<file path="src/pkg/adr_pkg.sv">
// Purpose: constants for the audio dma interrupt and rate control register bank
// Assumes: byte-wide registers in a 128-byte i/o window, 40 MHz system clock
// Notes: crystals are taken as 512 times their family base rate
// Functional notes
// RULE1 - eight sticky status bits, one per dma source, cleared by writing one
// RULE2 - with dma stopped the converters keep seeing the last latched sample
// RULE3 - status bit 3 flags fifo underrun or overrun, cleared by writing one
// RULE4 - mask resets to all ones; a zero mask bit lets that source set status
// RULE5 - mask bits 6, 5, 4 only count once burst size exceeds 00, 01, equals 11
// RULE6 - rate codes 0000 48k, 0001 24k, 0101 16k, 0111 96k, 1111 64k
// RULE7 - rate codes 1000 44.1k, 1001 22.05k, 1010 11.025k from second crystal
// RULE8 - one master clock and one sample rate drive every channel
// RULE9 - rate bit 4 picks external master clock; bit clock still driven out
// RULE10 - rate field is ignored while the external master clock is selected
// RULE11 - external clock is 256fs or 128fs matching ratio bit, passed out 1:1
// RULE12 - internal mode ratio bit gives master clock 256x or 128x the lr clock
// RULE13 - 256fs master clock is never offered above 96 kHz
// RULE14 - bit clock is 64fs and frame sync is fs for either clock source
// RULE15 - data format field 00 selects standard i2s framing, others reserved
// RULE16 - software puts codec in slave mode before selecting external clock
// RULE17 - registers live in a 128-byte i/o window at a configured base
// RULE18 - one interrupt request while any unmasked status bit stays set
package adr_pkg;
    localparam logic [6:0] OFF_STATUS = 7'h00;
    localparam logic [6:0] OFF_RATE = 7'h01;
    localparam logic [6:0] OFF_FORMAT = 7'h02;
    localparam logic [6:0] OFF_MASK = 7'h03;
    localparam int WINDOW_BITS = 7;
    localparam logic [7:0] STATUS_RESET = 8'h00;
    localparam logic [7:0] RATE_RESET = 8'h00;
    localparam logic [7:0] FORMAT_RESET = 8'h00;
    localparam logic [7:0] MASK_RESET = 8'hff;
    localparam int FIFO_ERR_BIT = 3;
    localparam int EXT_CLK_BIT = 4;
    localparam int RATIO_BIT = 3;
    localparam logic [7:0] RATE_RW_MASK = 8'h1f;
    localparam logic [7:0] FORMAT_RW_MASK = 8'h0f;
    localparam logic [1:0] FMT_I2S = 2'h0;
    localparam logic [1:0] BURST_GT0 = 2'h0;
    localparam logic [1:0] BURST_GT1 = 2'h1;
    localparam logic [1:0] BURST_MAX = 2'h3;
    localparam logic [3:0] RATE_48K = 4'h0;
    localparam logic [3:0] RATE_24K = 4'h1;
    localparam logic [3:0] RATE_16K = 4'h5;
    localparam logic [3:0] RATE_96K = 4'h7;
    localparam logic [3:0] RATE_64K = 4'hf;
    localparam logic [3:0] RATE_44K1 = 4'h8;
    localparam logic [3:0] RATE_22K05 = 4'h9;
    localparam logic [3:0] RATE_11K025 = 4'ha;
    // master clock period at 256x, counted in crystal half periods
    localparam logic [5:0] HP_48K = 6'h04;
    localparam logic [5:0] HP_24K = 6'h08;
    localparam logic [5:0] HP_16K = 6'h0c;
    localparam logic [5:0] HP_96K = 6'h02;
    localparam logic [5:0] HP_64K = 6'h03;
    localparam logic [5:0] HP_11K = 6'h10;
    // bit clock and frame sync taps of the master clock divider
    localparam int BCLK_TAP_256 = 1;
    localparam int LR_TAP_256 = 7;

    typedef struct packed {
        logic use_second;
        logic [5:0] half_periods;
    } adr_rate_t;

    // reserved codes fall back to the default rate so the clocks never stop
    function automatic adr_rate_t rate_lookup(input logic [3:0] code);
        adr_rate_t r;
        r = '{use_second: 1'b0, half_periods: HP_48K};
        case (code)
            RATE_24K: r.half_periods = HP_24K;
            RATE_16K: r.half_periods = HP_16K;
            RATE_96K: r.half_periods = HP_96K;
            RATE_64K: r.half_periods = HP_64K;
            RATE_44K1: r = '{use_second: 1'b1, half_periods: HP_48K};
            RATE_22K05: r = '{use_second: 1'b1, half_periods: HP_24K};
            RATE_11K025: r = '{use_second: 1'b1, half_periods: HP_11K};
            default: r.half_periods = HP_48K;
        endcase
        return r;
    endfunction
endpackage

</file>
<file path="src/rtl/adr_ctrl.sv">
// Purpose: dma interrupt status/mask, sample rate and serial format registers
// Assumes: crystal and external clock pins are sampled by sys_clk at 40 MHz
// Notes: pin clocks are edge-detected in the system domain, so they must stay slow
`timescale 1ns/1ps
module adr_ctrl
(
    // system
    input wire logic sys_clk,
    input wire logic rst,
    // i/o register port
    input wire logic [15:0] io_base,
    input wire logic [15:0] io_addr,
    input wire logic io_wr,
    input wire logic io_rd,
    input wire logic [7:0] io_wdata,
    output logic [7:0] io_rdata,
    // dma side
    input wire logic [7:0] dma_event,
    input wire logic [1:0] burst_size_field,
    input wire logic dma_run,
    input wire logic sample_load,
    input wire logic [23:0] sample_in,
    output logic [23:0] sample_out,
    output logic irq,
    // clock pins
    input wire logic crystal_48k_in,
    input wire logic crystal_44k_in,
    input wire logic ext_master_clock_in,
    output logic master_clock_out,
    output logic bit_clock_out,
    output logic frame_sync_out,
    output logic format_i2s
);
    logic [7:0] status_reg;
    logic [7:0] rate_reg;
    logic [7:0] format_reg;
    logic [7:0] mask_reg;
    logic [7:0] eff_mask;
    logic [7:0] status_next;
    logic io_hit;
    logic [6:0] io_off;
    logic [2:0] xa_sync;
    logic [2:0] xb_sync;
    logic [2:0] ext_sync;
    logic ext_mode;
    logic ratio_128;
    adr_pkg::adr_rate_t rate_sel;
    logic [5:0] hp_target;
    logic [5:0] hp_cnt;
    logic xtal_edge;
    logic mclk_int;
    logic mclk_rise;
    logic [7:0] div_cnt;

    // i/o window decode
    assign io_hit = (io_addr[15:adr_pkg::WINDOW_BITS] == io_base[15:adr_pkg::WINDOW_BITS]); // RULE17
    assign io_off = io_addr[adr_pkg::WINDOW_BITS-1:0];

    // a mask bit for a pair beyond the burst size is treated as masked
    always_comb
    begin
        eff_mask = mask_reg;
        if (!(burst_size_field > adr_pkg::BURST_GT0))
        begin
            eff_mask[6] = 1'b1; // RULE5
        end
        if (!(burst_size_field > adr_pkg::BURST_GT1))
        begin
            eff_mask[5] = 1'b1; // RULE5
        end
        if (burst_size_field != adr_pkg::BURST_MAX)
        begin
            eff_mask[4] = 1'b1; // RULE5
        end
    end

    // an event in the clearing cycle survives: set is applied after clear
    always_comb
    begin
        status_next = status_reg;
        if (io_hit && io_wr && io_off == adr_pkg::OFF_STATUS)
        begin
            status_next = status_next & ~io_wdata; // RULE1 RULE3
        end
        status_next = status_next | (dma_event & ~eff_mask); // RULE1 RULE3 RULE4
    end

    always_ff @(posedge sys_clk or posedge rst)
    begin
        if (rst)
        begin
            status_reg <= adr_pkg::STATUS_RESET;
        end
        else
        begin
            status_reg <= status_next;
        end
    end

    always_ff @(posedge sys_clk or posedge rst)
    begin
        if (rst)
        begin
            rate_reg <= adr_pkg::RATE_RESET;
            format_reg <= adr_pkg::FORMAT_RESET;
            mask_reg <= adr_pkg::MASK_RESET; // RULE4
        end
        else if (io_hit && io_wr)
        begin
            case (io_off)
                adr_pkg::OFF_RATE: rate_reg <= io_wdata & adr_pkg::RATE_RW_MASK;
                adr_pkg::OFF_FORMAT: format_reg <= io_wdata & adr_pkg::FORMAT_RW_MASK;
                adr_pkg::OFF_MASK: mask_reg <= io_wdata;
                default: mask_reg <= mask_reg;
            endcase
        end
    end

    // read data answers one cycle after the strobe; other offsets read zero
    always_ff @(posedge sys_clk or posedge rst)
    begin
        if (rst)
        begin
            io_rdata <= 8'h00;
        end
        else if (io_hit && io_rd)
        begin
            case (io_off)
                adr_pkg::OFF_STATUS: io_rdata <= status_reg;
                adr_pkg::OFF_RATE: io_rdata <= rate_reg;
                adr_pkg::OFF_FORMAT: io_rdata <= format_reg;
                adr_pkg::OFF_MASK: io_rdata <= mask_reg;
                default: io_rdata <= 8'h00; // RULE17
            endcase
        end
    end

    always_ff @(posedge sys_clk or posedge rst)
    begin
        if (rst)
        begin
            irq <= 1'b0;
        end
        else
        begin
            irq <= |(status_reg & ~eff_mask); // RULE18
        end
    end

    always_ff @(posedge sys_clk or posedge rst)
    begin
        if (rst)
        begin
            format_i2s <= 1'b1;
        end
        else
        begin
            format_i2s <= (format_reg[1:0] == adr_pkg::FMT_I2S); // RULE15
        end
    end

    // a stopped dma leaves the dc value on the converters
    always_ff @(posedge sys_clk or posedge rst)
    begin
        if (rst)
        begin
            sample_out <= 24'h000000;
        end
        else if (dma_run && sample_load)
        begin
            sample_out <= sample_in; // RULE2
        end
    end

    // pin synchronisers; bit 2 exists only to detect edges off bit 1
    always_ff @(posedge sys_clk or posedge rst)
    begin
        if (rst)
        begin
            xa_sync <= 3'h0;
            xb_sync <= 3'h0;
            ext_sync <= 3'h0;
        end
        else
        begin
            xa_sync <= {xa_sync[1:0], crystal_48k_in};
            xb_sync <= {xb_sync[1:0], crystal_44k_in};
            ext_sync <= {ext_sync[1:0], ext_master_clock_in};
        end
    end

    assign ext_mode = rate_reg[adr_pkg::EXT_CLK_BIT]; // RULE9
    assign ratio_128 = format_reg[adr_pkg::RATIO_BIT]; // RULE11 RULE12
    assign rate_sel = adr_pkg::rate_lookup(rate_reg[3:0]); // RULE6 RULE7 RULE10
    // the 256x table never runs the master clock faster than the crystal
    assign hp_target = ratio_128 ? {rate_sel.half_periods[4:0], 1'b0}
                                 : rate_sel.half_periods; // RULE12 RULE13
    assign xtal_edge = rate_sel.use_second ? (xb_sync[2] ^ xb_sync[1])
                                           : (xa_sync[2] ^ xa_sync[1]); // RULE7

    // one master clock source feeds every divider, so all channels share fs
    always_ff @(posedge sys_clk or posedge rst)
    begin
        if (rst)
        begin
            hp_cnt <= 6'h00;
        end
        else if (ext_mode)
        begin
            hp_cnt <= 6'h00; // RULE10
        end
        else if (xtal_edge)
        begin
            if (hp_cnt >= hp_target - 6'h01)
            begin
                hp_cnt <= 6'h00; // RULE8
            end
            else
            begin
                hp_cnt <= hp_cnt + 6'h01;
            end
        end
    end

    always_comb
    begin
        if (ext_mode)
        begin
            mclk_int = ext_sync[1]; // RULE11
            mclk_rise = ext_sync[1] & ~ext_sync[2];
        end
        else
        begin
            mclk_int = ({hp_cnt, 1'b0} < hp_target);
            mclk_rise = xtal_edge && (hp_cnt >= hp_target - 6'h01);
        end
    end

    always_ff @(posedge sys_clk or posedge rst)
    begin
        if (rst)
        begin
            div_cnt <= 8'h00;
            master_clock_out <= 1'b0;
        end
        else
        begin
            master_clock_out <= mclk_int; // RULE11 RULE12
            if (mclk_rise)
            begin
                div_cnt <= div_cnt + 8'h01; // RULE8
            end
        end
    end

    // bit clock is still driven out while slaved to the external clock
    always_ff @(posedge sys_clk or posedge rst)
    begin
        if (rst)
        begin
            bit_clock_out <= 1'b0;
            frame_sync_out <= 1'b0;
        end
        else if (ratio_128)
        begin
            bit_clock_out <= div_cnt[adr_pkg::BCLK_TAP_256-1]; // RULE9 RULE14
            frame_sync_out <= div_cnt[adr_pkg::LR_TAP_256-1]; // RULE14
        end
        else
        begin
            bit_clock_out <= div_cnt[adr_pkg::BCLK_TAP_256]; // RULE9 RULE14
            frame_sync_out <= div_cnt[adr_pkg::LR_TAP_256]; // RULE14
        end
    end

    logic st_wr;
    assign st_wr = io_hit && io_wr && io_off == adr_pkg::OFF_STATUS;
endmodule // adr_ctrl

</file>
<file path="config.mk">
export PLATFORM = sky130hd
export DESIGN_NAME = adr_ctrl
export DESIGN_NICKNAME = d
export VERILOG_FILES = /design/src/pkg/adr_pkg.sv /design/src/rtl/adr_ctrl.sv
export SDC_FILE = /design/constraint.sdc
export NUM_CORES = 1
export LEC_CHECK = 0
export BUFFER_PORTS_ARGS = -buffer_cell sky130_fd_sc_hd__clkbuf_2
export CAP_MARGIN = 40
export CORE_MARGIN = 10
export CORE_UTILIZATION = 40
export CTS_BUF_LIST = sky130_fd_sc_hd__clkbuf_8
export DETAILED_ROUTE_END_ITERATION = 8
export PLACE_DENSITY = 0.67
export SLEW_MARGIN = 10
export SYNTH_ARGS = -nofsm -noshare
export SYNTH_HDL_FRONTEND = slang
export SYNTH_SLANG_ARGS = --single-unit
</file>
<file path="constraint.sdc">
create_clock -name sys_clk -period 3.8 [get_ports sys_clk]
set_clock_uncertainty 0.1 [all_clocks]
set_input_delay 0.19 -clock sys_clk [delete_from_list [all_inputs] [get_ports sys_clk]]
set_output_delay 0.19 -clock sys_clk [all_outputs]
set_load 0.1 [all_outputs]
</file>
==> tab_implementation.tex, run 1 <==
\begin{tabular}{lr}
\hline
Metric & Value \\
\hline
\multicolumn{2}{l}{\textbf{GRT}} \\
Number of antenna violations at the first check in global routing & 1 \\
Grt total ovfl & 0 \\
First-pass GRT wire length & 16990 µm \\
Maximum number of pins on one net before global-route repair & 36 \\
Total routing usage reported by global routing & 0.1412 \\
Via count of the first global-routing pass & 3495 \\
\multicolumn{2}{l}{\textbf{Placed design}} \\
Buffers on Ports & 112 \\
Area after DPL & 4740 µm² \\
Post-detail-place hpwl & 7316 µm \\
GP Congestion & 0.8064 \\
\multicolumn{2}{l}{\textbf{Hold path}} \\
Worst min-delay path category & primary input to flip-flop \\
Worst min-delay path endpoint & io\_rdata[7]\$\_DFFE\_PP0P\_ \\
Launch instance of the worst min-delay path & io\_addr[6] \\
Number of stages on the worst hold path & 4 \\
\multicolumn{2}{l}{\textbf{STA}} \\
Setup repair after global routing missed its margin & false \\
Number of endpoints failing setup at the final stage & 0 \\
Ratio of final minimum period to clock period & 0.8870 \\
Max-slew violation count & 0 \\
Final total negative setup slack & 0 ps \\
Worst slew margin relative to its limit & 0.5070 \\
Worst slew pin tran & 718.9 ps \\
Shortest period the worst path allows & 3371 ps \\
Final hold viol count & 0 \\
F\_max & 296.7 MHz \\
\multicolumn{2}{l}{\textbf{Synthesis}} \\
Seq/Total Area, Yosys & 0.5250 \\
Proportion of synthesized flip-flops having asynchronous set or reset & 1.000 \\
Count of distinct cell types in the synthesized netlist & 49 \\
Synthesized flop and latch total & 85 \\
Count of yosys warnings during synthesis & 0 \\
Top flip-flop cell by instance count after synthesis & sky130\_fd\_sc\_hd\_\_dfrtp\_1 \\
Total nets after synthesis & 433 \\
Syn avg cell area & 12.05 µm² \\
Number of enable-type register cells in the synthesized netlist & 0 \\
Synthesized cell area & 4073 µm² \\
Number of cells produced by synthesis & 338 \\
\multicolumn{2}{l}{\textbf{Clocking}} \\
Inserted Clock Buffers & 9 \\
Bufs on Longest Clock Path & 2 \\
H-Tree Level Count & 3 \\
Buffer cell driving the clock tree root & sky130\_fd\_sc\_hd\_\_clkbuf\_8 \\
Number of sinks on the clock net & 85 \\
Clock latency on the worst-skew pair & 360 ps \\
Clock input transition at the sequential cells of the worst setup and hold paths & 100 ps \\
Number of gates resized after CTS & 0 \\
Post-CTS Hold Buffers & 43 \\
\# Post-CTS Setup Buffers & 0 \\
CTS tree & yes \\
\multicolumn{2}{l}{\textbf{Setup path}} \\
Delay contributed by the slowest stage of the critical path & 580 ps \\
Slack of the worst reg-to-reg path & 430 ps \\
Max stage delay cell, worst path & sky130\_fd\_sc\_hd\_\_o32ai\_2 \\
Reg-to-reg startpoint & rate\_reg[2]\$\_DFFE\_PP0P\_ \\
Worst R2R Path Depth & 10 \\
Endpoint of the lowest-slack register-to-register path & div\_cnt[1]\$\_DFFE\_PP0P\_ \\
Gate family responsible for the most delay along the worst path & compound AO/OA/AOI/OAI gates \\
Crit path capture type & flip-flop \\
Buffers \& Inverters on Critical Path & 0 \\
Critical Setup Path Class & flip-flop to flip-flop \\
Required time of the worst setup path & 3940 ps \\
Data arrival time at the worst-slack endpoint & 3510 ps \\
Maximum fanout encountered on the critical timing path & 11 \\
Critical Path Source Type & flip-flop \\
List of cells traversed by the critical path & nand2\_1 -> or3\_4 -> ha\_1 -> xor2\_1 -> ha\_1 -> nand2\_1 -> o21ai\_0 -> a311oi\_1 -> o32ai\_2 -> mux2\_2 \\
\multicolumn{2}{l}{\textbf{Routing}} \\
Number of iterations in the first detailed-routing pass & 4 \\
Routed length on met1 & 4288 µm \\
Antenna-violating nets left & 0 \\
Mean routed wirelength per cell & 16.03 µm \\
Detailed route wirelength on metal3 & 776 µm \\
Number of DRC markers after the initial detailed-route iteration & 185 \\
Via density & 5.024 \\
Final routed DRC violation total & 0 \\
Total Wirelength & 10150 µm \\
Routed length on met2 & 4889 µm \\
Highest Signal Layer & met4 \\
Via count & 3180 \\
\multicolumn{2}{l}{\textbf{Final layout}} \\
Register bank with the most flops & sample\_out \\
Final Net Count & 589 \\
Largest register FFs & 24 \\
Filler instances & 821 \\
Post-layout instance area & 5388 µm² \\
Post-synthesis to final-layout area growth & 32.29\% \\
Share of layout cells above drive strength 1 & 0.3908 \\
\multicolumn{2}{l}{\textbf{Run}} \\
Max cap viols & 0 \\
\multicolumn{2}{l}{\textbf{Die}} \\
Num ports & 120 \\
Number of cell rows & 36 \\
Full die area & 14620 µm² \\
Vert. Die Dim & 120.9 µm \\
Die outline width & 120.9 µm \\
CORE AREA & 9864 µm² \\
Starting utilization of the core area & 0.4129 \\
\multicolumn{2}{l}{\textbf{Outcome}} \\
Status & completed \\
\multicolumn{2}{l}{\textbf{Power}} \\
Leak Pwr & 2.481 nW \\
Pwr Density & 480.6 nW/µm² \\
Largest vdd supply drop & 0.0003352 V \\
Total chip power & 2.590 mW \\
\hline
\end{tabular}
## synthesized netlist by cell type, types with 7 or more instances
cell type	instances	area (µm²)
sky130_fd_sc_hd__xnor2_1	14	122.6
sky130_fd_sc_hd__nand4_1	7	43.79
sky130_fd_sc_hd__ha_1	12	150.1
sky130_fd_sc_hd__dfrtp_1	76	1902
sky130_fd_sc_hd__clkbuf_1	7	26.28
sky130_fd_sc_hd__nand2_1	33	123.9
sky130_fd_sc_hd__nor2_1	14	52.55
sky130_fd_sc_hd__a22o_1	8	70.07
sky130_fd_sc_hd__o21ai_0	12	60.06
sky130_fd_sc_hd__mux2_2	44	495.5
sky130_fd_sc_hd__dfstp_2	9	236.5
sky130_fd_sc_hd__a21oi_1	14	70.07
sky130_fd_sc_hd__inv_1	9	33.78
sky130_fd_sc_hd__nand3_1	9	45.04
## stage by stage
step | utilization | cells | worst slack [ps] | hold WS, ps
floorplan | - | 338 | 838.7 | 121.4
global placement | 0.4789 | 572 | 494.0 | 111.4
detailed placement | 0.4805 | 573 | 449.3 | 115.6
CTS | 0.5459 | 632 | 440.3 | 15.42
global route | 0.5462 | 633 | 154.3 | 30.58
finish | 0.5462 | 633 | 429.3 | 34.95
## worst register-to-register path: stages (launching register included)
cell and delay, ps:
sky130_fd_sc_hd__dfrtp_1 540, sky130_fd_sc_hd__nand2_1 120, sky130_fd_sc_hd__or3_4 360, sky130_fd_sc_hd__ha_1 220
sky130_fd_sc_hd__xor2_1 170, sky130_fd_sc_hd__ha_1 300, sky130_fd_sc_hd__nand2_1 60, sky130_fd_sc_hd__o21ai_0 220
sky130_fd_sc_hd__a311oi_1 200, sky130_fd_sc_hd__o32ai_2 580, sky130_fd_sc_hd__mux2_2 400
## cell usage in the layout, fill, tap and decap left out, types with 3 or more instances in the layout
cell type / netlist / layout
sky130_fd_sc_hd__a21oi_1: 14 / 14
sky130_fd_sc_hd__inv_1: 9 / 10
sky130_fd_sc_hd__clkbuf_2: 0 / 112
sky130_fd_sc_hd__nor2_1: 14 / 14
sky130_fd_sc_hd__o31ai_1: 3 / 3
sky130_fd_sc_hd__o21ai_0: 12 / 12
sky130_fd_sc_hd__ha_1: 12 / 12
sky130_fd_sc_hd__dlygate4sd3_1: 0 / 43
sky130_fd_sc_hd__mux2_2: 44 / 44
sky130_fd_sc_hd__dfrtp_1: 76 / 76
sky130_fd_sc_hd__xor2_1: 6 / 6
sky130_fd_sc_hd__xnor2_1: 14 / 14
sky130_fd_sc_hd__nand3b_1: 3 / 3
sky130_fd_sc_hd__and2_1: 4 / 4
sky130_fd_sc_hd__clkbuf_8: 2 / 9
sky130_fd_sc_hd__a22o_1: 8 / 8
sky130_fd_sc_hd__a22oi_1: 4 / 4
sky130_fd_sc_hd__mux4_2: 3 / 3
sky130_fd_sc_hd__nor2b_1: 5 / 5
sky130_fd_sc_hd__nand2_1: 33 / 33
sky130_fd_sc_hd__nand4_1: 7 / 7
sky130_fd_sc_hd__nand3_1: 9 / 9
sky130_fd_sc_hd__dfstp_2: 9 / 9
sky130_fd_sc_hd__and3_1: 4 / 4
## routing by layer
| layer | global-route usage | up-vias |
|---|---|---|
| met1 | 0.1708 | 1539 |
| met4 | 0.06410 | 0 |
| li1 | - | 1517 |
| met3 | 0.05026 | 16 |
| met5 | 0 | - |
| met2 | 0.2207 | 108 |
## final cells by class
cell class / instances / area, µm² / share of cell area
antenna: 1 / 2.502 / 0.0004645
clock buffer: 9 / 123.9 / 0.02299
clock inverter: 7 / 91.34 / 0.01695
inverter: 9 / 35.03 / 0.006503
multi-input combinational: 231 / 1809 / 0.3358
sequential: 85 / 2138 / 0.3969
tap: 133 / 166.4 / 0.03089
timing repair buffer: 158 / 1021 / 0.1895
## how the worst max path moves through the flow
stage	slack [ps]	from	endpoint	cells after the start
after global placement	490	format_reg[3]$_DFFE_PP0P_	div_cnt[1]$_DFFE_PP0P_	9
final	430	rate_reg[2]$_DFFE_PP0P_	div_cnt[1]$_DFFE_PP0P_	10
after global routing	150	format_reg[3]$_DFFE_PP0P_	div_cnt[1]$_DFFE_PP0P_	11
after CTS	440	rate_reg[0]$_DFFE_PP0P_	div_cnt[1]$_DFFE_PP0P_	10
after floorplan	840	rate_reg[1]$_DFFE_PP0P_	div_cnt[1]$_DFFE_PP0P_	11
after detailed placement	450	rate_reg[0]$_DFFE_PP0P_	div_cnt[1]$_DFFE_PP0P_	10
## cell families after synthesis
group / Yosys count / share of synthesized area
xor+xnor: 20 / 0.04301
buf+inv: 22 / 0.03072
other cells: 1 / 0.0009208
compound gates: 55 / 0.09340
fa+ha+maj: 14 / 0.04239
flops: 85 / 0.5250
mux: 50 / 0.1496
simple gates: 91 / 0.1149
## power breakdown
group / total [mW] / internal, mW / leakage, nW / switching [mW]
sequential: 1.08 / 1.00 / 1.02 / 0.0805
clock: 0.695 / 0.369 / 0.114 / 0.326
combinational: 0.813 / 0.247 / 1.35 / 0.566
total: 2.59 / 1.62 / 2.48 / 0.972
Note: power is estimated with default switching activity, not from simulation.
==> run 2, diff against run 1 <==
Settings changed: RECOVER_POWER set to 25.
==> run 2 against run 1 <==
  * Cell count unchanged
  * Flip-flop and latch count is the same
  * Clock power about the same
  * Highest routed layer unchanged
  * Combinational power about the same
  * Register-to-register slack worse by 20 ps
  * Largest power group unchanged
==> tab_implementation.tex, run 2 (synthesis gave the netlist of run 1 again) <==
\begin{tabular}{lr}
\hline
Metric & Value \\
\hline
\multicolumn{2}{l}{\textbf{Routing}} \\
Routed length on met2 & 4890 µm \\
Via count & 3186 \\
Mean routed wirelength per cell & 15.98 µm \\
Detailed route wirelength on metal3 & 828 µm \\
Final routed DRC violation total & 0 \\
Highest Signal Layer & met4 \\
Number of iterations in the first detailed-routing pass & 6 \\
Total Wirelength & 10120 µm \\
Routed length on met1 & 4220 µm \\
Via density & 5.033 \\
Antenna-violating nets left & 0 \\
Number of DRC markers after the initial detailed-route iteration & 172 \\
\multicolumn{2}{l}{\textbf{Die}} \\
Starting utilization of the core area & 0.4129 \\
Num ports & 120 \\
Full die area & 14620 µm² \\
Vert. Die Dim & 120.9 µm \\
CORE AREA & 9864 µm² \\
Die outline width & 120.9 µm \\
Number of cell rows & 36 \\
\multicolumn{2}{l}{\textbf{Clocking}} \\
Post-CTS Hold Buffers & 43 \\
\# Post-CTS Setup Buffers & 0 \\
H-Tree Level Count & 3 \\
Bufs on Longest Clock Path & 2 \\
CTS tree & yes \\
Clock input transition at the sequential cells of the worst setup and hold paths & 80 ps \\
Clock latency on the worst-skew pair & 360 ps \\
Inserted Clock Buffers & 9 \\
Number of gates resized after CTS & 0 \\
Buffer cell driving the clock tree root & sky130\_fd\_sc\_hd\_\_clkbuf\_8 \\
Number of sinks on the clock net & 85 \\
\multicolumn{2}{l}{\textbf{Final layout}} \\
Most frequent cells in the layout & sky130\_fd\_sc\_hd\_\_clkbuf\_2 (111), sky130\_fd\_sc\_hd\_\_dfrtp\_1 (76), sky130\_fd\_sc\_hd\_\_mux2\_2 (44) \\
Post-Layout Cell Count & 633 \\
Post-synthesis to final-layout area growth & 31.98\% \\
Largest register FFs & 24 \\
Filler instances & 820 \\
Most common library cell in the layout ignoring fill and taps & sky130\_fd\_sc\_hd\_\_clkbuf\_2 \\
Share of layout cells above drive strength 1 & 0.3868 \\
Register bank with the most flops & sample\_out \\
Final Net Count & 589 \\
\multicolumn{2}{l}{\textbf{Hold path}} \\
Worst min-delay path endpoint & rate\_reg[3]\$\_DFFE\_PP0P\_ \\
Number of stages on the worst hold path & 2 \\
Launch instance of the worst min-delay path & io\_wdata[3] \\
Worst min-delay path category & primary input to flip-flop \\
\multicolumn{2}{l}{\textbf{Placed design}} \\
Placed cell count & 573 \\
Post-detail-place hpwl & 7316 µm \\
GP Congestion & 0.8064 \\
Buffers on Ports & 112 \\
\multicolumn{2}{l}{\textbf{Setup path}} \\
Maximum fanout encountered on the critical timing path & 9 \\
Reg-to-reg startpoint & rate\_reg[0]\$\_DFFE\_PP0P\_ \\
Critical Path Source Type & flip-flop \\
Required time of the worst setup path & 3940 ps \\
Data arrival time at the worst-slack endpoint & 3520 ps \\
Slack of the worst reg-to-reg path & 410 ps \\
Endpoint of the lowest-slack register-to-register path & div\_cnt[1]\$\_DFFE\_PP0P\_ \\
Worst R2R Path Depth & 10 \\
Critical Setup Path Class & flip-flop to flip-flop \\
Crit path capture type & flip-flop \\
\multicolumn{2}{l}{\textbf{STA}} \\
Worst slew pin tran & 1247 ps \\
Setup repair after global routing missed its margin & false \\
Number of endpoints failing setup at the final stage & 0 \\
Shortest period the worst path allows & 3387 ps \\
Final hold viol count & 0 \\
Max-slew violation count & 0 \\
Final total negative setup slack & 0 ps \\
F\_max & 295.2 MHz \\
Worst slew margin relative to its limit & 0.1640 \\
Ratio of final minimum period to clock period & 0.8913 \\
\multicolumn{2}{l}{\textbf{GRT}} \\
Number of antenna violations at the first check in global routing & 1 \\
Grt total ovfl & 0 \\
Via count of the first global-routing pass & 3495 \\
Maximum number of pins on one net before global-route repair & 36 \\
First-pass GRT wire length & 16990 µm \\
Total routing usage reported by global routing & 0.1412 \\
\multicolumn{2}{l}{\textbf{Run}} \\
Max cap viols & 0 \\
\multicolumn{2}{l}{\textbf{Power}} \\
Largest vdd supply drop & 0.0003350 V \\
Leak Pwr & 2.468 nW \\
Pwr Density & 481.2 nW/µm² \\
\multicolumn{2}{l}{\textbf{Outcome}} \\
Status & completed \\
\hline
\end{tabular}
[run 2: how the worst max path moves through the flow]
stage / start / to / slack, ps / depth (start not counted)
finish: rate_reg[0]$_DFFE_PP0P_ / div_cnt[1]$_DFFE_PP0P_ / 410 / 10
global route: format_reg[3]$_DFFE_PP0P_ / div_cnt[1]$_DFFE_PP0P_ / 150 / 11
CTS: rate_reg[0]$_DFFE_PP0P_ / div_cnt[1]$_DFFE_PP0P_ / 440 / 10
detailed placement: rate_reg[0]$_DFFE_PP0P_ / div_cnt[1]$_DFFE_PP0P_ / 450 / 10
global placement: format_reg[3]$_DFFE_PP0P_ / div_cnt[1]$_DFFE_PP0P_ / 490 / 9
floorplan: rate_reg[1]$_DFFE_PP0P_ / div_cnt[1]$_DFFE_PP0P_ / 840 / 11
[run 2: critical path: stages, from the launching register on]
cell,delay (ps)
sky130_fd_sc_hd__dfrtp_1,560
sky130_fd_sc_hd__nand2_4,80
sky130_fd_sc_hd__or3_4,390
sky130_fd_sc_hd__ha_1,210
sky130_fd_sc_hd__xor2_1,170
sky130_fd_sc_hd__ha_1,300
sky130_fd_sc_hd__nand2_1,60
sky130_fd_sc_hd__o21ai_0,230
sky130_fd_sc_hd__a311oi_1,200
sky130_fd_sc_hd__o32ai_2,580
sky130_fd_sc_hd__mux2_2,400
[run 2: power by group]
part	switching, mW	internal [mW]
clock network	0.324	0.369
logic	0.566	0.246
registers	0.0808	1.00
total	0.971	1.62
[run 2: metal layers]
metal	vias up	GRT usage
met5	-	0
met4	0	0.06410
met3	15	0.05026
met2	115	0.2207
met1	1537	0.1708
li1	1519	-
[run 2: final cells by class]
cell class	instances	area [µm²]	share of cell area
antenna	1	2.502	0.0004655
clock buffer	9	123.9	0.02304
clock inverter	7	91.34	0.01699
inverter	9	35.03	0.006518
multi-input combinational	231	1809	0.3366
sequential	85	2138	0.3978
tap	133	166.4	0.03096
timing repair buffer	158	1008	0.1876
[run 2: through the flow]
step	hold WS [ps]	utilization	setup slack, ps	cell area (µm²)	power [mW]
floorplan	121.4	-	838.7	4073	1.701
global route	30.58	0.5449	154.3	5375	2.723
detailed placement	115.6	0.4805	449.3	4740	1.883
CTS	15.42	0.5459	440.3	5385	2.614
finish	37.86	0.5449	413.0	5375	2.586
global placement	111.4	0.4789	494.0	4725	1.856
==> run 3, diff against run 2 <==
Settings changed: CTS_BUF_LIST sky130_fd_sc_hd__clkbuf_8 to not set.
==> run 3 against run 2 <==
  * Power grew 0.12%
  * Cell count shrank 0.32%
  * Design area shrank 0.23%
  * Flip-flop and latch count is the same
  * Critical path depth is the same
  * Sequential power is essentially flat
  * Clock power grew 0.7%
  * Global-route usage shrank 0.098 points
  * Die area is the same
  * Via count shrank 0.50%
  * Worst hold slack lost 19 ps
  * Critical path type unchanged
  * Largest power group unchanged
  * Highest routed layer unchanged
==> tab_implementation.tex, run 3 (synthesis gave the netlist of run 1 again) <==
\begin{tabular}{lr}
\hline
Metric & Value \\
\hline
\multicolumn{2}{l}{\textbf{STA}} \\
Post-Route Hold Slack & 19.20 ps \\
Worst slew pin tran & 1237 ps \\
Number of endpoints failing setup at the final stage & 0 \\
Shortest period the worst path allows & 3378 ps \\
Final total negative setup slack & 0 ps \\
Ratio of final minimum period to clock period & 0.8890 \\
Final hold viol count & 0 \\
Worst slew margin relative to its limit & 0.1709 \\
F\_max & 296.0 MHz \\
Max-slew violation count & 0 \\
Setup repair after global routing missed its margin & false \\
\multicolumn{2}{l}{\textbf{Setup path}} \\
Cell mode on critical path & sky130\_fd\_sc\_hd\_\_ha\_1 \\
Reg-to-reg startpoint & rate\_reg[0]\$\_DFFE\_PP0P\_ \\
Data arrival time at the worst-slack endpoint & 3520 ps \\
Critical Path Source Type & flip-flop \\
Critical Setup Path Class & flip-flop to flip-flop \\
Max stage delay cell, worst path & sky130\_fd\_sc\_hd\_\_o32ai\_2 \\
Worst setup path start & rate\_reg[0]\$\_DFFE\_PP0P\_ \\
Slack of the worst reg-to-reg path & 420 ps \\
List of cells traversed by the critical path & nand2\_4 -> or3\_4 -> ha\_1 -> xor2\_1 -> ha\_1 -> nand2\_1 -> o21ai\_0 -> a311oi\_1 -> o32ai\_2 -> mux2\_2 \\
Crit path capture type & flip-flop \\
Delay contributed by the slowest stage of the critical path & 580 ps \\
Required time of the worst setup path & 3940 ps \\
Maximum fanout encountered on the critical timing path & 9 \\
\multicolumn{2}{l}{\textbf{Power}} \\
Pwr Density & 482.9 nW/µm² \\
Register share of total power & 0.417 \\
Internal power of the cells & 1.620 mW \\
Leak Pwr & 2.455 nW \\
Switching part of the total & 0.3742 \\
Power share of the combinational group & 0.313 \\
Clock share of power & 0.269 \\
Largest vdd supply drop & 0.0003352 V \\
Switch Pwr & 0.9689 mW \\
\multicolumn{2}{l}{\textbf{Placed design}} \\
Post-detail-place hpwl & 7316 µm \\
Buffers on Ports & 112 \\
GP Congestion & 0.8064 \\
\multicolumn{2}{l}{\textbf{Routing}} \\
Total Wirelength & 10030 µm \\
Number of iterations in the first detailed-routing pass & 4 \\
Mean routed wirelength per cell & 15.89 µm \\
Number of DRC markers after the initial detailed-route iteration & 222 \\
Antenna-violating nets left & 0 \\
Via count & 3170 \\
Via density & 5.024 \\
Final routed DRC violation total & 0 \\
\multicolumn{2}{l}{\textbf{Final layout}} \\
Most frequent cells in the layout & sky130\_fd\_sc\_hd\_\_clkbuf\_2 (111), sky130\_fd\_sc\_hd\_\_dfrtp\_1 (76), sky130\_fd\_sc\_hd\_\_mux2\_2 (44) \\
Register bank with the most flops & sample\_out \\
Diode insertion count for antenna repair & 0 \\
Filler instances & 817 \\
Share of layout cells above drive strength 1 & 0.3876 \\
Final Net Count & 588 \\
Most common library cell in the layout ignoring fill and taps & sky130\_fd\_sc\_hd\_\_clkbuf\_2 \\
Largest register FFs & 24 \\
Post-synthesis to final-layout area growth & 31.67\% \\
\multicolumn{2}{l}{\textbf{Die}} \\
Vert. Die Dim & 120.9 µm \\
CORE AREA & 9864 µm² \\
Die outline width & 120.9 µm \\
Number of cell rows & 36 \\
Full die area & 14620 µm² \\
Num ports & 120 \\
Starting utilization of the core area & 0.4129 \\
\multicolumn{2}{l}{\textbf{Hold path}} \\
Launch instance of the worst min-delay path & io\_wdata[2] \\
Worst min-delay path category & primary input to flip-flop \\
\multicolumn{2}{l}{\textbf{Clocking}} \\
Number of gates resized after CTS & 0 \\
Clock latency on the worst-skew pair & 360 ps \\
Bufs on Longest Clock Path & 2 \\
Clock input transition at the sequential cells of the worst setup and hold paths & 100 ps \\
Inserted Clock Buffers & 9 \\
H-Tree Level Count & 3 \\
CTS tree & yes \\
Buffer cell driving the clock tree root & sky130\_fd\_sc\_hd\_\_clkbuf\_8 \\
Number of sinks on the clock net & 85 \\
\# Post-CTS Setup Buffers & 0 \\
\multicolumn{2}{l}{\textbf{Outcome}} \\
Status & completed \\
\multicolumn{2}{l}{\textbf{GRT}} \\
Maximum number of pins on one net before global-route repair & 36 \\
First-pass GRT wire length & 16900 µm \\
Number of antenna violations at the first check in global routing & 0 \\
Via count of the first global-routing pass & 3476 \\
Grt total ovfl & 0 \\
Total routing usage reported by global routing & 0.1402 \\
\multicolumn{2}{l}{\textbf{Run}} \\
Max cap viols & 0 \\
\hline
\end{tabular}
[run 3: final cells by class]
cell class	count	area, µm²	area share
clock inverters	5	83.83	0.01563
inverters	9	35.03	0.006533
multi-input cells	231	1809	0.3374
repair buffers	157	998.5	0.1862
clock buffers	11	131.4	0.02450
flip-flops and latches	85	2138	0.3987
well taps	133	166.4	0.03103
[run 3: path summary, 6_finish.rpt]
path / endpoint / cells after the start
max reg2reg: div_cnt[1]$_DFFE_PP0P_ / 10
max in group asynchronous: mask_reg[3]$_DFFE_PP1P_ / 4
min reg2reg: ext_sync[1]$_DFF_PP0_ / 0
max: div_cnt[1]$_DFFE_PP0P_ / 10
min in group asynchronous: sample_out[10]$_DFFE_PP0P_ / 3
min: format_reg[2]$_DFFE_PP0P_ / 2
[run 3: worst max-delay path: cells and delay by family (launching register included)]
kind	cells	cell delay (ps)
AO/OA/AOI/OAI	3	1000
flip-flops	1	560
AND/OR/NAND/NOR	3	530
adder cells (fa/ha/maj)	2	520
multiplexers	1	400
XOR/XNOR	1	170
[run 3: what timing repair did]
action / CTS / global route
hold buffers: 42 / 0
endpoints found under the hold margin: 68 / 0
endpoints found under the setup margin: 0 / 0
[run 3: routing by layer]
metal / global-route usage / share of wire / vias up
met1: 0.1717 / 0.42 / 1533
met2: 0.2201 / 0.48 / 112
met3: 0.04886 / 0.083 / 12
met4: 0.05807 / 0.016 / 0
li1: - / - / 1513
met5: 0 / 0 / -
[run 3: power by group through the flow]
| stage | sequential (mW) | clock [mW] | combinational (mW) |
|---|---|---|---|
| floorplan | 1.44 | 0 | 0.260 |
| global placement | 1.09 | 0 | 0.765 |
| detailed placement | 1.10 | 0 | 0.784 |
| CTS | 1.08 | 0.719 | 0.819 |
| global route | 1.10 | 0.758 | 0.869 |
| finish | 1.08 | 0.698 | 0.811 |
[run 3: through the flow]
stage	power (mW)	std cells	cell area [µm²]	utilization	worst slack [ps]
2_1_floorplan	1.701	338	4073	-	838.7
3_3_place_gp	1.856	572	4725	0.4789	494.0
3_5_place_dp	1.883	573	4740	0.4805	449.3
4_1_cts	2.619	631	5375	0.5449	440.3
5_1_grt	2.726	631	5363	0.5436	165.5
6_report	2.589	631	5363	0.5436	421.7
